**config.mk**
```make
export PLATFORM = sky130hd
export DESIGN_NAME = vip_irq_preprocessor
export DESIGN_NICKNAME = d
export VERILOG_FILES = /design/src/verilog/vip_pkg.sv /design/src/verilog/vip_level_encoder.sv /design/src/verilog/vip_irq_preprocessor.sv
export SDC_FILE = /design/constraint.sdc
export NUM_CORES = 1
export LEC_CHECK = 0
export ABC_AREA = 1
export BUFFER_PORTS_ARGS = -buffer_cell sky130_fd_sc_hd__buf_2
export CORE_MARGIN = 8
export CORE_UTILIZATION = 40
export DETAILED_ROUTE_END_ITERATION = 12
export GPL_TIMING_DRIVEN = 1
export PLACE_DENSITY_LB_ADDON = 0.25
export REMOVE_ABC_BUFFERS = 1
export SKIP_CTS_REPAIR_TIMING = 1
export SYNTH_ARGS = -nofsm -noshare
export SYNTH_HDL_FRONTEND = slang
export SYNTH_SLANG_ARGS = --single-unit
```
**constraint.sdc**
```tcl
create_clock -name clk_sys -period 1.12 [get_ports clk_sys]
set_input_delay 0.168 -clock clk_sys [delete_from_list [all_inputs] [get_ports clk_sys]]
set_output_delay 0.168 -clock clk_sys [all_outputs]
set_load 0.02 [all_outputs]
```
**src/verilog/vip_pkg.sv**
```systemverilog
// package for the interrupt preprocessor: level codes, state enumeration
// assumes a single 20 MHz clock domain and active-high internal signal levels
package vip_pkg;
	localparam int CLK_PERIOD_NS = 50;
	localparam int IRQ_LINES = 7;
	localparam int LEVEL_W = 3;
	localparam int STATUS_W = 8;
	localparam logic [2:0] LEVEL_NONE = 3'h0;
	localparam logic [7:0] STATUS_RESET = 8'h00;
	typedef enum logic [2:0] {
		VIP_IDLE,
		VIP_REQUEST,
		VIP_ACK,
		VIP_SERVICE
	} vip_state_t;
endpackage

```
**src/verilog/vip_level_encoder.sv**
```systemverilog
// priority encoder: highest active request line to a 3-bit level code
// assumes request lines are active-high levels synchronous to clk_sys
`timescale 1ns/10ps
module vip_level_encoder
	import vip_pkg::*;
(
	input wire logic [6:0] irq_request_lines,
	output logic [2:0] level
);
	// all lines resolved in parallel, purely combinational
	function automatic logic [2:0] top_level(input logic [6:0] req);
		logic [2:0] lv;
		lv = LEVEL_NONE;
		for (int i = 0; i < IRQ_LINES; i++) begin
			if (req[i]) begin
				lv = 3'(i + 1);
			end
		end
		return lv;
	endfunction

	assign level = top_level(irq_request_lines); // RL1 RL2 RL3
endmodule

```
**src/verilog/vip_irq_preprocessor.sv**
```systemverilog
// interrupt-handling preprocessor: bus request, ownership, acknowledge cycle,
// status byte capture and start-service handshake toward the local handler
// assumes all inputs synchronous to clk_sys, active high inside this block
// assumes the grant and dtack answers arrive as levels that stand until released
// outputs are active-high levels; bus drivers outside invert them for the backplane
// Functional notes
// RL1 - with bus owned and line seven active, level code is 111
// RL2 - level code is the highest active line; line one alone gives 001
// RL3 - all request lines resolved in parallel within one clock
// RL4 - when owning bus, drive level code on address and assert data strobes; code asserts data_strobe from the second owned cycle on
// RL5 - while bus ownership held, assert iack to start daisy chain; code asserts iack from the second owned cycle on
// RL6 - whenever iack asserted, assert address strobe
// RL7 - interrupter asserts dtack with byte valid; then capture strobe asserts
// RL8 - capture strobe stores the 8-bit status byte into a register
// RL9 - start-service held after capture until handler reports done
// RL10 - any active request line asserts level-three bus request
// RL11 - busy asserted on request plus grant, held until service done
// RL12 - reset deasserts request, busy, acknowledge, strobes, capture, start-service
`timescale 1ns/10ps
module vip_irq_preprocessor
	import vip_pkg::*;
(
	input wire logic clk_sys,
	input wire logic rst,
	input wire logic [6:0] irq_request_lines,
	input wire logic bus_grant_in,
	input wire logic dtack,
	input wire logic [7:0] data_bus,
	input wire logic service_done,
	output logic bus_request,
	output logic bus_busy,
	output logic iack,
	output logic addr_strobe,
	output logic data_strobe,
	output logic [2:0] ack_level_code,
	output logic capture_strobe,
	output logic [7:0] status_byte,
	output logic start_service
);
	logic [2:0] level;
	logic any_req;
	logic busy_reg;
	logic busy_next;
	logic req_reg;
	logic req_next;
	logic cap_reg;
	logic cap_next;
	logic start_reg;
	logic start_next;
	logic [2:0] code_reg;
	logic [2:0] code_next;
	logic [7:0] status_reg;
	logic [7:0] status_next;
	vip_state_t state_reg;
	vip_state_t state_next;

	// named decodes shared by the next-state terms and the outputs
	logic in_request;
	logic in_ack;
	logic in_service;
	logic ack_phase;
	logic owned_ack;
	logic grant_taken;
	logic keep_bus;
	logic code_load;
	logic capture_event;
	logic status_load;
	logic hold_start;

	vip_level_encoder u_enc (
		.irq_request_lines(irq_request_lines),
		.level(level)
	);

	assign in_request = (state_reg == VIP_REQUEST);
	assign in_ack = (state_reg == VIP_ACK);
	assign in_service = (state_reg == VIP_SERVICE);
	// acknowledge phase covers the dtack wait and the service wait
	assign ack_phase = in_ack || in_service; // RL5

	assign any_req = |irq_request_lines; // RL10
	// request held while lines are active and the bus is not yet ours
	assign req_next = any_req && !busy_next; // RL10
	// ownership taken on request plus grant, kept until service is done
	assign grant_taken = req_reg && bus_grant_in; // RL11
	assign keep_bus = busy_reg && !service_done; // RL11
	assign busy_next = grant_taken || keep_bus; // RL11

	// level sampled once, at the first owned cycle, then frozen for the cycle
	assign code_load = busy_reg && in_request; // RL1 RL2
	assign code_next = code_load ? level : code_reg; // RL1 RL2
	// a dtack held over several cycles still gives a single capture pulse
	assign capture_event = busy_reg && dtack && in_ack && !cap_reg; // RL7
	assign cap_next = capture_event; // RL7
	assign status_load = cap_reg; // RL8
	assign status_next = status_load ? data_bus : status_reg; // RL8

	// start request kept until the handler reports done
	assign hold_start = start_reg && !service_done; // RL9
	assign start_next = busy_next && (cap_reg || hold_start); // RL9

	// idle, request until owned, acknowledge until dtack, service until done;
	// losing the bus early falls back to idle and clears the acknowledge outputs
	always_comb begin
		state_next = state_reg;
		case (state_reg)
			VIP_IDLE: begin
				if (any_req) begin
					state_next = VIP_REQUEST;
				end
			end
			VIP_REQUEST: begin
				if (busy_reg) begin
					state_next = VIP_ACK;
				end else if (!any_req) begin
					state_next = VIP_IDLE;
				end
			end
			VIP_ACK: begin
				if (cap_reg) begin
					state_next = VIP_SERVICE;
				end else if (!busy_reg) begin
					state_next = VIP_IDLE;
				end
			end
			VIP_SERVICE: begin
				if (!busy_reg) begin
					state_next = VIP_IDLE;
				end
			end
			default: begin
				state_next = VIP_IDLE;
			end
		endcase
	end

	// sequencer state
	always_ff @(posedge clk_sys) begin
		if (rst) begin
			state_reg <= VIP_IDLE; // RL12
		end else begin
			state_reg <= state_next;
		end
	end

	// bus request
	always_ff @(posedge clk_sys) begin
		if (rst) begin
			req_reg <= 1'h0; // RL12
		end else begin
			req_reg <= req_next;
		end
	end

	// bus ownership
	always_ff @(posedge clk_sys) begin
		if (rst) begin
			busy_reg <= 1'h0; // RL12
		end else begin
			busy_reg <= busy_next;
		end
	end

	// capture strobe
	always_ff @(posedge clk_sys) begin
		if (rst) begin
			cap_reg <= 1'h0; // RL12
		end else begin
			cap_reg <= cap_next;
		end
	end

	// start-service request
	always_ff @(posedge clk_sys) begin
		if (rst) begin
			start_reg <= 1'h0; // RL12
		end else begin
			start_reg <= start_next;
		end
	end

	// latched acknowledge level
	always_ff @(posedge clk_sys) begin
		if (rst) begin
			code_reg <= LEVEL_NONE;
		end else begin
			code_reg <= code_next;
		end
	end

	// captured status byte
	always_ff @(posedge clk_sys) begin
		if (rst) begin
			status_reg <= STATUS_RESET;
		end else begin
			status_reg <= status_next;
		end
	end

	// registered arbitration outputs
	assign bus_request = req_reg; // RL10
	assign bus_busy = busy_reg; // RL11

	// acknowledge outputs valid only once the level code is latched
	assign owned_ack = busy_reg && ack_phase; // RL5
	assign iack = owned_ack; // RL5
	// interrupters read the level code while the strobes are up
	assign addr_strobe = iack; // RL6
	assign data_strobe = owned_ack; // RL4
	assign ack_level_code = code_reg; // RL4

	// capture pulse, captured byte and start request toward the handler
	assign capture_strobe = cap_reg; // RL7
	assign status_byte = status_reg; // RL8
	assign start_service = start_reg; // RL9
endmodule

```
==> results of run 1 <==
## metrics by stage
step / util, % / instances
after global routing: 59.11 / 176
after CTS: 53.92 / 170
final: 59.11 / 176
after global placement: 51.99 / 166
after floorplan: - / 100
after detailed placement: 51.99 / 166
## routing by layer
metal  track usage (%)  vias up
li1                  -      426
met1             12.10      384
met2             19.38       21
met3             4.731        2
met4             5.102        0
met5                 0        -
## power by group through the flow
stage,clock [mW],combinational [mW],sequential (mW)
6_report,0.400,0.137,0.658
2_1_floorplan,0,0.0485,0.686
5_1_grt,0.455,0.152,0.660
3_5_place_dp,0,0.114,0.679
3_3_place_gp,0,0.110,0.679
4_1_cts,0.417,0.114,0.665
## final cells by class
cell class / instances / share of cell area [%]
sequential: 18 / 33.52
multi-input combinational: 69 / 30.60
inverter: 13 / 4.387
tap: 27 / 3.037
clock buffer: 4 / 3.262
timing repair buffer: 45 / 25.20
## kinds of logic after synthesis
kind of cell / share of synthesized area (%)
buffers and inverters: 9.592
and+or+nand+nor: 27.80
DFF: 46.83
other: 0.4873
AOI/OAI and AO/OA: 15.29
## final timing paths
path,from,end,cells after the start
worst max-delay path,state_reg[2],addr_strobe,4
worst min-delay path,data_bus[3],status_byte[3],3
worst max register to register,bus_busy,ack_level_code[0],6
worst min register to register,ack_level_code[1],ack_level_code[1],2
## critical path, stage by stage, from the launching register on
cell and delay [ns]:
dfxtp_2 0.35, inv_2 0.07, nand3_2 0.06, inv_2 0.09
buf_6 0.12
## cell usage after synthesis (2+ instances only)
cell type,instances
buf_4,2
nor3_1,4
dfxtp_1,18
a21oi_2,2
inv_1,6
nand3_1,3
buf_2,2
a21oi_1,2
nand2_1,11
nor2_1,26
o21ai_1,7
nand4_1,2
o21ai_0,5
inv_2,6
==> out/results.tsv, run 1 <==
metric	value	unit
Layout area overhead	44.55	%
mapped cell area	769.5	µm²
Register Area	372.9	µm²
number of library cell types mapped by synthesis	22	
crit start category	flip-flop	
WHS	0.08886	ns
core area	1882	µm²
commonest non-fill, non-tap cells in the layout	buf_2 (32), nor2_1 (26), dfxtp_1 (14)	
minimum clock period	1.165	ns
clock share of power	33.4	%
Root Driver	clkbuf_4	
Yosys top cell area share	46.83	%
power per cell area	1074	nW/µm²
Max clock buf depth	2	
Starting Density	40.89	%
post-route ant nets	0	
via/cell ratio	4.733	
CTS Sinks	18	
Die W	59.86	µm
max reg flops	8	
VDD IR-drop max	0.5887	mV
fin nets	170	
highest routed layer	met4	
die area	3583	µm²
setup TNS	-0.1313	ns
GRT overflow	0	
vias post-DR	833	
Post-Syn Instances	104	
Final GP Congestion	0.7261	
clk_lat worst skew	0.29	ns
Worst Hold Class	in -> reg	
row count	16	
outcome	complete, but fails checks	
Max Slew Vio Count	0	
Combinational Power Share	11.5	%
DR WL met3	134	µm
Area after DPL	978.4	µm²
WP data required	0.95	ns
share of post-route cells with drive strength above 1	44.97	%
top post-synthesis cells by area	dfxtp_1 (47%), nor2_1 (13%), nand2_1 (5.4%), o21ai_1 (4.6%), o21ai_0 (3.3%)	
# DRC	0	
Seq/Total Area, Yosys	46.83	%
Psw	0.2860	mW
Worst Skew	0.001188	ns
total power	1.195	mW
All-Layer GR Usage	11.47	%
total CTS buffers	3	
most used flip-flop cell after synthesis	dfxtp_1	
CP Data Arrival Time	1.00	ns
Avg Inst Size Synth	7.399	µm²
Leak	0.5645	nW
Fillers	197	
Iter 0 DRT Violations	25	
routed len/inst	12.11	µm
routed length on met2	1.088	mm
initial antenna violation count	0	
Crit Path Max Fanout	4	
final worst-path setup slack	-0.04544	ns
Final Hold Vio Count	0	
Final setup viols	3	
dominant cell type by area after synthesis	dfxtp_1	
crit end category	output port	
dpl hpwl	1.593	mm
Net Sw Frac	23.94	%
die height	59.86	µm
internal power	0.9087	mW
drt first pass iters	4	
H-tree Lvls	1	
Setup WS pre-CTS	0.07678	ns
first-pass GRT wire length	3.125	mm
RSZ-0062 raised after global routing	yes	
max cap viols	0	
final worst path period share	104.1	%
Reg clk slew, reported paths	0.10	ns
port bufs	37	
Yosys warnings	0	
post-detailed-routing wire length	2.131	mm
CTS tree	done	
R2R setup slack	0.04	ns
largest net degree at the start of global routing	12	
sequential share of power	55.1	%
EDFF count, synth	0	
Finished Cell Area	1112	µm²
FFs w/ async S/R, synth	0	%
most common cell after layout, fill and taps aside	buf_2	
failing checks	setup timing	
vias in the first global route	741	
M1 WL	886	µm
ant diodes	0	
Synth Register Bits	18	
Top Ports	38	
WS Path Type	reg -> out	
multi-input logic area	340.3	µm²
Max Clock Freq	0.8580	GHz
Note: power is estimated with default switching activity, not from simulation.
==> run 2, diff against run 1 <==
CORE_MARGIN = 2   (was 8)
==> run 2 against run 1 <==
- the flow still finishes with violations (setup timing)
- worst setup slack better by 0.022 ns
- largest power group unchanged
- cell area is 5.3% lower
- sequential share of layout area is 1.6 points higher
==> out/results.tsv, run 2 (same netlist as run 1, synthesis figures left out) <==
metric	value	unit
Final Util	59.72	%
minimum clock period	1.143	ns
reg2reg end	ack_level_code[0]	
drt first pass iters	4	
crit end category	output port	
failing checks	setup timing	
via/cell ratio	4.491	
CP cell instances	inv_2 > nand3_2 > inv_2 > buf_6	
Max clock buf depth	2	
outcome	complete, but fails checks	
post-route ant nets	0	
post-detailed-routing wire length	1.690	mm
die area	2291	µm²
die height	47.86	µm
# DRC	0	
final worst path period share	102.1	%
Layout area overhead	36.91	%
Reg clk slew, reported paths	0.10	ns
dpl hpwl	1.286	mm
total CTS buffers	3	
hold_sp	data_bus[6]	
R2R depth	5	
Die W	47.86	µm
largest net degree at the start of global routing	12	
total power	1.169	mW
clk_lat worst skew	0.29	ns
Final setup viols	3	
most common cell after layout, fill and taps aside	buf_2	
first-pass GRT wire length	2.566	mm
Max Clock Freq	0.8746	GHz
Leak	0.5350	nW
Top cell by count, worst path	inv_2	
WP data required	0.95	ns
Area after DPL	968.4	µm²
slowest CP cell	dfxtp_2	
routed len/inst	10.00	µm
Top Ports	38	
Worst Skew	0.004558	ns
Crit Path Max Fanout	4	
R2R setup slack	0.10	ns
All-Layer GR Usage	15.81	%
Critical Path End	data_strobe	
CP Launch Point	state_reg[2]	
share of post-route cells with drive strength above 1	43.06	%
ant diodes	0	
FF-to-FF Start	bus_busy	
max cap viols	0	
commonest non-fill, non-tap cells in the layout	buf_2 (34), nor2_1 (26), dfxtp_1 (14)	
vias in the first global route	629	
port bufs	37	
core area	1764	µm²
largest stage delay on the critical path	0.34	ns
WS Path Type	reg -> out	
VDD IR-drop max	0.7132	mV
CTS Sinks	18	
GRT overflow	0	
final worst-path setup slack	-0.02343	ns
RSZ-0062 raised after global routing	yes	
crit start category	flip-flop	
Max Slew Vio Count	0	
CP Data Arrival Time	0.98	ns
CTS tree	done	
Final Hold Vio Count	0	
power per cell area	1110	nW/µm²
Iter 0 DRT Violations	9	
Final GP Congestion	0.8123	
Root Driver	clkbuf_4	
initial antenna violation count	0	
Starting Density	43.62	%
vias post-DR	759	
max reg flops	8	
H-tree Lvls	1	
Finished Cell Area	1054	µm²
row count	15	
Worst Hold Class	in -> reg	
fin nets	165	
==> run 2: cell types whose count changed in the layout (fill, tap and decap cells not counted) <==
cell     previous run  this run
buf_4               7         3
buf_6               6         3
dfxtp_4             3         2
dfxtp_2             1         2
buf_2              32        34
==> run 2: metal layers <==
metal / vias up / wire [µm] / global-route usage [%]
met5: - / 0 / 0
met4: 0 / 6 / 3.243
met3: 2 / 105 / 5.660
met2: 22 / 755 / 23.47
met1: 325 / 822 / 22.15
li1: 410 / - / -
==> run 2: critical path, delay by kind of cell (launching register included) <==
family | cells | cell delay, ns
DFF | 1 | 0.34
and+or+nand+nor | 1 | 0.06
buffers and inverters | 3 | 0.28
==> run 2: through the flow <==
| stage | hold WS, ns | setup WS, ns | cells | TNS (ns) |
|---|---|---|---|---|
| 2_1_floorplan | 0.2304 | -0.1017 | 100 | -0.7067 |
| 3_3_place_gp | 0.3926 | 0.09037 | 163 | 0 |
| 3_5_place_dp | 0.3944 | 0.05500 | 163 | 0 |
| 4_1_cts | 0.08684 | -0.2468 | 167 | -0.8870 |
| 5_1_grt | 0.1013 | -0.09291 | 169 | -0.2757 |
| 6_report | 0.09711 | -0.02343 | 169 | -0.06897 |
==> run 2: area by class of cell <==
cell class                      instances  area, µm²
Clock buffer                            4      36.28
Fill cell                             186      710.7
Timing Repair Buffer                   40      226.5
Tap cell                               25      31.28
Sequential cell                        18      370.4
Inverter                               13      48.80
Multi-Input combinational cell         69      340.3
==> run 2: how the worst min path moves through the flow <==
| stage | to | slack, ns | cells past startpoint |
|---|---|---|---|
| 2_1_floorplan | ack_level_code[1] | 0.23 | 1 |
| 3_3_place_gp | status_byte[0] | 0.39 | 3 |
| 3_5_place_dp | status_byte[6] | 0.39 | 3 |
| 4_1_cts | status_byte[6] | 0.09 | 3 |
| 5_1_grt | status_byte[0] | 0.10 | 3 |
| 6_report | status_byte[6] | 0.1 | 3 |
==> run 2: where the power goes <==
part	total (mW)	internal [mW]	leakage, nW	switching [mW]
Combinational	0.119	0.0539	0.366	0.0648
Sequential	0.661	0.649	0.148	0.0123
Clock	0.390	0.198	0.0210	0.192
